<file path="config.mk">
export PLATFORM = sky130hd
export DESIGN_NAME = css_clock_startup
export DESIGN_NICKNAME = d
export VERILOG_FILES = /design/src/css_clock_startup.v
export VERILOG_INCLUDE_DIRS = /design/src
export SDC_FILE = /design/constraint.sdc
export NUM_CORES = 1
export LEC_CHECK = 0
export ABC_AREA = 1
export CAP_MARGIN = 20
export CORE_UTILIZATION = 35
export DETAILED_ROUTE_END_ITERATION = 7
export DONT_BUFFER_PORTS = 1
export MAX_ROUTING_LAYER = met4
export PLACE_DENSITY = 0.54
export SYNTH_ARGS = -nofsm -noshare
export SYNTH_HDL_FRONTEND = slang
export SYNTH_SLANG_ARGS = --single-unit
</file>
<file path="constraint.sdc">
create_clock -name sys_clk -period 3.3 [get_ports sys_clk]
set_input_delay 0.33 -clock sys_clk [delete_from_list [all_inputs] [get_ports sys_clk]]
set_output_delay 0.33 -clock sys_clk [all_outputs]
set_load 0.005 [all_outputs]
</file>
<file path="src/css_clock_defs.vh">
`ifndef CSS_CLOCK_DEFS_VH
`define CSS_CLOCK_DEFS_VH

// Register byte offsets
`define CSS_OFF_CLKSEL 8'h00
`define CSS_OFF_PLLCS 8'h04
`define CSS_OFF_IRQ_STAT 8'h08
`define CSS_OFF_IRQ_MASK 8'h0C
`define CSS_OFF_STATE 8'h10

// Clock source select register fields
`define CSS_SEL_LOW_BIT 0
`define CSS_SEL_HIGH_LSB 1
`define CSS_SUT_LSB 4
`define CSS_REG_CLOCK_OUTPUT_ENABLE_BIT 6

// PLL control and status register fields
`define CSS_PLL_LOCKED_FLAG_BIT 0
`define CSS_PLL_RUN_ENABLE_BIT 1
`define CSS_PMUL_LSB 4
`define CSS_PMUL_RESET 4'h6

// Interrupt status bits
`define CSS_EV_STARTED 0
`define CSS_EV_LOCK 1
`define CSS_EV_UNLOCK 2

// Source select codes
`define CSS_SEL_EXT_CLK 4'h0
`define CSS_SEL_PLL_RC 4'h1
`define CSS_SEL_RC 4'h2
`define CSS_SEL_WD128K 4'h3
`define CSS_SEL_PLL_XTAL 4'h4
`define CSS_SEL_PLL_EXT 4'h5

// PLL reference codes
`define CSS_PREF_RC 2'h0
`define CSS_PREF_XTAL 2'h1
`define CSS_PREF_EXT 2'h2

// Start-up counts in source oscillator cycles
`define CSS_SU_6 15'h0006
`define CSS_SU_258 15'h0102
`define CSS_SU_1K 15'h0400
`define CSS_SU_16K 15'h4000
`define CSS_RST_CK 15'h000E

// Real-time reset delay in watchdog oscillator cycles
`define CSS_WD_NONE 14'h0000
`define CSS_WD_4MS 14'h0200
`define CSS_WD_64MS 14'h2000

`endif

</file>
<file path="src/css_clock_startup.v">
// Chosen here: register access over APB and the register offsets.
`timescale 1ns/100ps
`include "css_clock_defs.vh"
`default_nettype none

module css_clock_startup #(
	parameter SYNC_N = 4
) (
	// Clock and reset
	input wire sys_clk,
	input wire rst,
	// APB slave
	input wire psel,
	input wire penable,
	input wire pwrite,
	input wire [7:0] paddr,
	input wire [31:0] pwdata,
	output reg [31:0] prdata,
	output reg pready,
	output reg pslverr,
	// Fuse inputs
	input wire [2:0] fuse_source_select_high,
	input wire fuse_source_select_low,
	input wire [1:0] fuse_startup_time,
	input wire fuse_clock_output_enable,
	// Asynchronous pins: source osc, watchdog osc, PLL lock, divided clock
	input wire src_osc_clk,
	input wire wdt_osc_clk,
	input wire pll_lock_raw,
	input wire prescaled_clk,
	// Same-domain controls
	input wire sleep_power_down,
	input wire prescaler_active,
	// Clock control outputs
	output reg sys_clk_release,
	output reg rc_osc_run,
	output reg pll_run,
	output reg [1:0] pll_ref_select,
	output reg [3:0] pll_mult_factor,
	output reg [1:0] osc_amp_mode,
	output reg osc_amp_enable,
	output reg system_clock_output_pin,
	output reg system_clock_output_pin_oe,
	output reg irq
);

	localparam [4:0] S_LATCH = 5'h01;
	localparam [4:0] S_OSC = 5'h02;
	localparam [4:0] S_RST14 = 5'h04;
	localparam [4:0] S_WDT = 5'h08;
	localparam [4:0] S_RUN = 5'h10;

	reg [4:0] state_q;
	reg [4:0] state_d;
	reg from_reset_q;
	reg [6:0] clksel_q;
	reg pll_en_q;
	reg [3:0] pmul_q;
	reg [2:0] stat_q;
	reg [2:0] mask_q;
	reg [14:0] osc_cnt_q;
	reg [13:0] wdt_cnt_q;
	reg [SYNC_N-1:0] meta_q;
	reg [SYNC_N-1:0] sync_q;
	reg src_last_q;
	reg wdt_last_q;
	reg lock_last_q;
	reg [14:0] su_count;
	reg [13:0] wd_count;
	reg [2:0] ev_set;
	reg [31:0] rd_word;
	reg rd_ok;

	wire [3:0] sel = clksel_q[3:0];
	wire [1:0] sut = clksel_q[`CSS_SUT_LSB+1:`CSS_SUT_LSB];
	wire [3:0] fuse_sel = {fuse_source_select_high, fuse_source_select_low};
	wire src_sync = sync_q[0];
	wire wdt_sync = sync_q[1];
	wire lock_sync = sync_q[2];
	wire div_sync = sync_q[3];
	wire src_tick = src_sync & ~src_last_q;
	wire wdt_tick = wdt_sync & ~wdt_last_q;
	wire pll_locked_flag = pll_en_q & lock_sync;
	wire apb_acc = psel & penable & pready;
	wire apb_wr = apb_acc & pwrite;
	wire sel_is_pll = (fuse_sel == `CSS_SEL_PLL_RC) | (fuse_sel == `CSS_SEL_PLL_XTAL) |
		(fuse_sel == `CSS_SEL_PLL_EXT);

	// Two-stage synchronisers for every pin input; first stage read only by the second
	genvar gi;
	generate
		for (gi = 0; gi < SYNC_N; gi = gi + 1) begin : g_sync
			wire pin_in;
			assign pin_in = (gi == 0) ? src_osc_clk : (gi == 1) ? wdt_osc_clk :
				(gi == 2) ? pll_lock_raw : prescaled_clk;
			always @(posedge sys_clk) begin
				if (rst) begin
					meta_q[gi] <= 1'b0;
					sync_q[gi] <= 1'b0;
				end else begin
					meta_q[gi] <= pin_in;
					sync_q[gi] <= meta_q[gi];
				end
			end
		end
	endgenerate

	// Start-up counts from select code and start-up code
	always @* begin
		su_count = `CSS_SU_6;
		wd_count = `CSS_WD_NONE;
		if (sel[3]) begin
			case ({sel[0], sut})
				3'h0: begin
					su_count = `CSS_SU_258;
					wd_count = `CSS_WD_4MS;
				end
				3'h1: begin
					su_count = `CSS_SU_258;
					wd_count = `CSS_WD_64MS;
				end
				3'h2: su_count = `CSS_SU_1K;
				3'h3: begin
					su_count = `CSS_SU_1K;
					wd_count = `CSS_WD_4MS;
				end
				3'h4: begin
					su_count = `CSS_SU_1K;
					wd_count = `CSS_WD_64MS;
				end
				3'h5: su_count = `CSS_SU_16K;
				3'h6: begin
					su_count = `CSS_SU_16K;
					wd_count = `CSS_WD_4MS;
				end
				default: begin
					su_count = `CSS_SU_16K;
					wd_count = `CSS_WD_64MS;
				end
			endcase
		end else if (sel == `CSS_SEL_PLL_EXT) begin
			su_count = `CSS_SU_16K;
			case (sut)
				2'h0: wd_count = `CSS_WD_NONE;
				2'h3: wd_count = `CSS_WD_64MS;
				default: wd_count = `CSS_WD_4MS;
			endcase
		end else begin
			// Crystal or RC fed PLL takes 1K (crystal 16K on start-up code 3), plain sources 6 cycles
			if ((sel == `CSS_SEL_PLL_XTAL) | (sel == `CSS_SEL_PLL_RC)) begin
				su_count = `CSS_SU_1K;
			end
			case (sut)
				2'h0: wd_count = `CSS_WD_NONE;
				2'h1: wd_count = `CSS_WD_4MS;
				2'h2: wd_count = `CSS_WD_64MS;
				default: begin
					// Reserved code falls back to the longest delay, which is the safe side; PLL from crystal takes 16K with no watchdog delay
					wd_count = `CSS_WD_64MS;
					if (sel == `CSS_SEL_PLL_XTAL) begin
						su_count = `CSS_SU_16K;
						wd_count = `CSS_WD_NONE;
					end
				end
			endcase
		end
	end

	// Start-up sequencer next state
	always @* begin
		state_d = state_q;
		case (state_q)
			S_LATCH: state_d = S_OSC;
			S_OSC: begin
				if (src_tick & (osc_cnt_q + 15'h0001 >= su_count)) begin
					state_d = from_reset_q ? S_RST14 : S_RUN;
				end
			end
			S_RST14: begin
				if (src_tick & (osc_cnt_q + 15'h0001 >= `CSS_RST_CK)) begin
					state_d = (wd_count == `CSS_WD_NONE) ? S_RUN : S_WDT;
				end
			end
			S_WDT: begin
				if (wdt_tick & (wdt_cnt_q + 14'h0001 >= wd_count)) begin
					state_d = S_RUN;
				end
			end
			S_RUN: begin
				// Waking from power-down recounts the source without the reset delay
				if (sleep_power_down) begin
					state_d = S_OSC;
				end
			end
			default: state_d = S_LATCH;
		endcase
	end

	// Sequencer and counters
	always @(posedge sys_clk) begin
		if (rst) begin
			state_q <= S_LATCH;
			from_reset_q <= 1'b1;
			osc_cnt_q <= 15'h0000;
			wdt_cnt_q <= 14'h0000;
		end else begin
			state_q <= state_d;
			if (state_d != state_q) begin
				osc_cnt_q <= 15'h0000;
				wdt_cnt_q <= 14'h0000;
			end else begin
				if (src_tick) begin
					osc_cnt_q <= osc_cnt_q + 15'h0001;
				end
				if (wdt_tick) begin
					wdt_cnt_q <= wdt_cnt_q + 14'h0001;
				end
			end
			if (state_q == S_RUN) begin
				from_reset_q <= 1'b0;
			end
			// Hold the counter in sleep so the wake count starts from zero
			if (sleep_power_down) begin
				osc_cnt_q <= 15'h0000;
			end
		end
	end

	// Edge history for the synchronised pins
	always @(posedge sys_clk) begin
		if (rst) begin
			src_last_q <= 1'b0;
			wdt_last_q <= 1'b0;
			lock_last_q <= 1'b0;
		end else begin
			src_last_q <= src_sync;
			wdt_last_q <= wdt_sync;
			lock_last_q <= pll_locked_flag;
		end
	end

	// Select register: fuses caught right after reset, then software owned
	always @(posedge sys_clk) begin
		if (rst) begin
			clksel_q <= 7'h00;
			pll_en_q <= 1'b0;
			pmul_q <= `CSS_PMUL_RESET;
		end else if (state_q == S_LATCH) begin
			clksel_q <= {fuse_clock_output_enable, fuse_startup_time, fuse_sel};
			pll_en_q <= sel_is_pll;
			pmul_q <= `CSS_PMUL_RESET;
		end else if (apb_wr & (paddr == `CSS_OFF_CLKSEL)) begin
			clksel_q <= pwdata[6:0];
		end else if (apb_wr & (paddr == `CSS_OFF_PLLCS)) begin
			pll_en_q <= pwdata[`CSS_PLL_RUN_ENABLE_BIT];
			pmul_q <= pwdata[`CSS_PMUL_LSB+3:`CSS_PMUL_LSB];
		end
	end

	// Sticky events; a new event beats a write-one clear in the same cycle
	always @* begin
		ev_set = 3'h0;
		ev_set[`CSS_EV_STARTED] = (state_d == S_RUN) & (state_q != S_RUN);
		ev_set[`CSS_EV_LOCK] = pll_locked_flag & ~lock_last_q;
		ev_set[`CSS_EV_UNLOCK] = ~pll_locked_flag & lock_last_q;
	end

	always @(posedge sys_clk) begin
		if (rst) begin
			stat_q <= 3'h0;
			mask_q <= 3'h0;
			irq <= 1'b0;
		end else begin
			if (apb_wr & (paddr == `CSS_OFF_IRQ_STAT)) begin
				stat_q <= (stat_q & ~pwdata[2:0]) | ev_set;
			end else begin
				stat_q <= stat_q | ev_set;
			end
			if (apb_wr & (paddr == `CSS_OFF_IRQ_MASK)) begin
				mask_q <= pwdata[2:0];
			end
			irq <= |((stat_q | ev_set) & mask_q);
		end
	end

	// Read mux
	always @* begin
		rd_word = 32'h00000000;
		rd_ok = 1'b1;
		case (paddr)
			`CSS_OFF_CLKSEL: rd_word[6:0] = clksel_q;
			`CSS_OFF_PLLCS: begin
				rd_word[`CSS_PLL_LOCKED_FLAG_BIT] = pll_locked_flag;
				rd_word[`CSS_PLL_RUN_ENABLE_BIT] = pll_en_q;
				rd_word[`CSS_PMUL_LSB+3:`CSS_PMUL_LSB] = pmul_q;
			end
			`CSS_OFF_IRQ_STAT: rd_word[2:0] = stat_q;
			`CSS_OFF_IRQ_MASK: rd_word[2:0] = mask_q;
			`CSS_OFF_STATE: rd_word[4:0] = state_q;
			default: rd_ok = 1'b0;
		endcase
	end

	// APB answer one cycle into the access phase
	always @(posedge sys_clk) begin
		if (rst) begin
			pready <= 1'b0;
			pslverr <= 1'b0;
			prdata <= 32'h00000000;
		end else begin
			pready <= psel & penable & ~pready;
			pslverr <= psel & penable & ~pready & ~rd_ok;
			prdata <= (psel & penable & ~pready & ~pwrite) ? rd_word : 32'h00000000;
		end
	end

	// Clock and oscillator controls
	always @(posedge sys_clk) begin
		if (rst) begin
			sys_clk_release <= 1'b0;
			rc_osc_run <= 1'b0;
			pll_run <= 1'b0;
			pll_ref_select <= `CSS_PREF_RC;
			pll_mult_factor <= `CSS_PMUL_RESET;
			osc_amp_mode <= 2'h0;
			osc_amp_enable <= 1'b0;
			system_clock_output_pin <= 1'b0;
			system_clock_output_pin_oe <= 1'b0;
		end else begin
			sys_clk_release <= (state_d == S_RUN) & ~sleep_power_down;
			// RC is unused by the 128k, PLL-from-crystal/ext and crystal codes 4'hC and 4'hD
			rc_osc_run <= ~sleep_power_down & (sel != `CSS_SEL_WD128K) &
				(sel != `CSS_SEL_PLL_XTAL) & (sel != `CSS_SEL_PLL_EXT) & (sel[3:1] != 3'h6);
			pll_run <= pll_en_q & ~sleep_power_down;
			if (sel == `CSS_SEL_PLL_XTAL) begin
				pll_ref_select <= `CSS_PREF_XTAL;
			end else if (sel == `CSS_SEL_PLL_EXT) begin
				pll_ref_select <= `CSS_PREF_EXT;
			end else begin
				pll_ref_select <= `CSS_PREF_RC;
			end
			pll_mult_factor <= pmul_q;
			// Mode 100 is meant for resonators; quartz users must pick a higher mode
			osc_amp_mode <= sel[2:1];
			osc_amp_enable <= (sel[3] | (sel == `CSS_SEL_PLL_XTAL)) & ~sleep_power_down;
			// Pin copy lags the clock by the synchroniser, which is fine for monitoring
			system_clock_output_pin <= prescaler_active ? div_sync : src_sync;
			system_clock_output_pin_oe <= clksel_q[`CSS_REG_CLOCK_OUTPUT_ENABLE_BIT] & (state_q != S_LATCH);
		end
	end

endmodule // css_clock_startup

`default_nettype wire

</file>
==> flow_metrics.env <==
export IMPL_clk_path_buf_depth=2
export IMPL_finish_utilization_pct=38.91
export IMPL_arrival_ps=3210
export IMPL_drcViolationCount=0
export IMPL_drive_gt1_share_pct=8.197
export IMPL_place_area_um2=5087
export IMPL_combPwrFrac_pct=11.3
export IMPL_syn2layout_area_growth_pct=8.613
export IMPL_avgSynthCellArea_um2=6.861
export IMPL_cp_slowest_cell="dfxtp_1"
export IMPL_cp_start_kind="flop"
export IMPL_cts_made_buffers=9
export IMPL_wl_per_cell_um=12.47
export IMPL_clock_sinks=89
export IMPL_vias=4417
export IMPL_crit_fanout=15
export IMPL_clock_latency_ps=350
export IMPL_first_iter_violations=193
export IMPL_worst_pin_slew_ps=966.0
export IMPL_antennaDiodeCount=0
export IMPL_synth_top_cell_area_share_pct=35.97
export IMPL_outcome="complete, no violations"
export IMPL_nNetsFinal=801
export IMPL_synth_most_common_cell="nand2_1"
export IMPL_ir_worst_vdd_mv=0.1949
export IMPL_async_flop_share_pct=0
export IMPL_finalMaxSlewViolations=0
export IMPL_p_seq_share_pct=47.4
export IMPL_first_global_vias=4128
export IMPL_drt_wl_total_um=11380
export IMPL_synth_enable_flop_cells=0
export IMPL_cts_tree="done"
export IMPL_placementRows=43
export IMPL_track_usage_pct=16.92
export IMPL_yosysTopAreaCell="dfxtp_1"
export IMPL_die_y_um=121.0
export IMPL_power_frac_clock_pct=41.4
export IMPL_die_area_um2=14630
export IMPL_routabilityCongestion=0.8624
export IMPL_dp_slack_ps=322.6
export IMPL_cp_cell_sequence="ha_1, nand2_1, nor2_2, nand3_1, nand2_1, inv_1, ha_1, nand3_1, nor3_1, nand2_1, nor2_1, nand3b_1, nand3_2, nand2_2, nand2_2, nand4_4, nand3_4, buf_12, a21oi_1"
export IMPL_met2WireLength_um=5380
export IMPL_wirelength_met1_um=5122
export IMPL_core_area_um2=13830
export IMPL_ctsHtreeMaxLevel=3
export IMPL_fin_ws_ps=318.5
export IMPL_hold_slack_ps=46.86
export IMPL_rsz0062_at_grt="no"
export IMPL_root_buffer="clkbuf_16"
export IMPL_p_per_area_nw_per_um2=444.9
export IMPL_critPathKind="flop to flop"
export IMPL_yosysWarnings=0
export IMPL_post_route_min_period_ps=2982
export IMPL_synth_cell_area_um2=4954
export IMPL_synth_common_cells="nand2_1, nor2_1, inv_1"
export IMPL_place_inst=896
export IMPL_ys_seq_elements=89
export IMPL_cts_setup_buffers=0
export IMPL_fin_setup_tns_ps=0
export IMPL_switching_power_mw=0.6704
export IMPL_viasPerCell=4.843
export IMPL_portBuffers=0
export IMPL_fillers=1420
export IMPL_grt_pass1_wl_um=19270
export IMPL_slew_limit_headroom_pct=35.37
export IMPL_firstDrtPassIters=5
export IMPL_routed_top_layer="met4"
export IMPL_max_cap_violations=0
export IMPL_grt_overflow=0
export IMPL_power_mw=2.393
export IMPL_timing_hold_violations_final=0
export IMPL_fin_cells=912
export IMPL_fmax_ghz=0.3354
export IMPL_path_clk_slew_ps=70
export IMPL_leakagePower_nw=2.301
export IMPL_clock_skew_final_ps=9.954
export IMPL_antenna_found_initial=0
export IMPL_cell_internal_pwr_mw=1.723
export IMPL_setup_viol=0
export IMPL_path_common_cell="nand2_1"
export IMPL_swShare_pct=28.01
export IMPL_synth_area_top_cells="dfxtp_1, nand2_1, nor2_1, inv_1, o21ai_0"
export IMPL_crit_path_end_kind="flop"
export IMPL_num_io_pins=107
export IMPL_grt_max_degree=34
export IMPL_dr_wl_met3_um=648
export IMPL_worstPathRequired_ps=3530
export IMPL_synthCells=722
export IMPL_cpPeakStageDelay_ps=400
export IMPL_ant_nets=0
export IMPL_die_w_um=121.0
export IMPL_min_period_over_period_pct=90.35
export IMPL_ys_flop_type="dfxtp_1"
export IMPL_hold_class="primary input to flop"
export IMPL_dp_hpwl_um=8731
export IMPL_stdcell_area_um2=5380
export IMPL_hold_buffers=0
export IMPL_synthDistinctLibCells=46
export IMPL_yosysSeqAreaShare_pct=35.97
export IMPL_start_util_pct=35.82
[power groups by stage]
stage	logic (mW)	clock network, mW	registers (mW)
detailed placement	0.270	0	1.16
floorplan	0.238	0	1.15
global placement	0.267	0	1.16
global route	0.311	1.06	1.14
finish	0.270	0.990	1.13
CTS	0.271	1.01	1.13
[critical path: cells and delay by family, from the launching register on]
kind                     cells  cell delay [ps]
AND/OR/NAND/NOR             14             1600
adder cells (fa/ha/maj)      2              550
flip-flops                   1              400
buffers and inverters        2              260
AO/OA/AOI/OAI                1               60
[path summary, 6_finish.rpt]
check               start            endpoint  slack (ps)  cells past startpoint
max          osc_cnt_q[0]        osc_cnt_q[0]         320                     19
min                   rst  pll_mult_factor[3]          50                      1
max reg2reg  osc_cnt_q[0]        osc_cnt_q[0]         320                     19
min reg2reg     meta_q[3]            div_sync         400                      2
[flip-flops by register name, indices dropped and copies added (netlist names), 2 cells and up]
register,count
osc_cnt_q,15
wdt_cnt_q,14
prdata,8
clksel_q,7
state_q,5
meta_q,4
pll_mult_factor,4
pmul_q,4
mask_q,3
stat_q,3
osc_amp_mode,2
pll_ref_select,2
[layout by cell type, fill, tap and decap left out, drive strengths merged]
cell	Yosys	routed
and2	1	1
dfxtp	89	89
o211ai	2	2
clkinvlp	0	2
nand4	18	18
ha	16	16
a211oi	2	2
a311oi	2	2
xor2	3	3
or2	4	4
conb	1	24
a221oi	4	4
o311ai	1	1
a41oi	1	1
nor4	2	2
nand3b	5	5
nor2	125	125
a22oi	1	1
nand3	43	43
a21oi	17	17
or3	1	1
o31ai	2	2
a31oi	6	6
clkbuf	11	9
o21bai	3	3
a22o	1	1
xnor2	3	3
o21ai	43	43
o22ai	2	2
inv	91	94
nor3	12	12
o41ai	1	1
o32ai	1	1
clkinv	2	4
nand2	178	178
o221ai	1	1
buf	27	9
[logic make-up (layout without fill, tap and decap cells)]
group                    Yosys count  in the layout  share of synthesized area [%]
adder cells (fa/ha/maj)           16             16                          4.041
AO/OA/AOI/OAI                     90             90                          10.71
XOR/XNOR                           6              6                          1.061
flip-flops                        89             89                          35.97
AND/OR/NAND/NOR                  389            389                          35.89
other                              1             24                        0.07570
buffers and inverters            131            118                          12.25
[what timing repair did]
action / 4_1_cts / 5_1_grt
resized for setup: 0 / 1
endpoints found under the hold margin: 0 / 0
setup endpoints to repair: 0 / 4
[area by class of cell]
class,count,area [µm²],area share [%]
repair buffers,9,80.08,1.488
multi-input cells,525,2656,49.37
flip-flops and latches,89,1782,33.12
well taps,180,225.2,4.186
clock buffers,9,225.2,4.186
clock inverters,7,62.56,1.163
inverters,93,349.1,6.488
[layer usage]
layer | vias up | GRT usage, %
li1 | 2283 | -
met1 | 1985 | 20.46
met2 | 130 | 27.89
met3 | 19 | 3.195
met4 | 0 | 6.327
met5 | - | -
(Power assumes the default switching activity.)
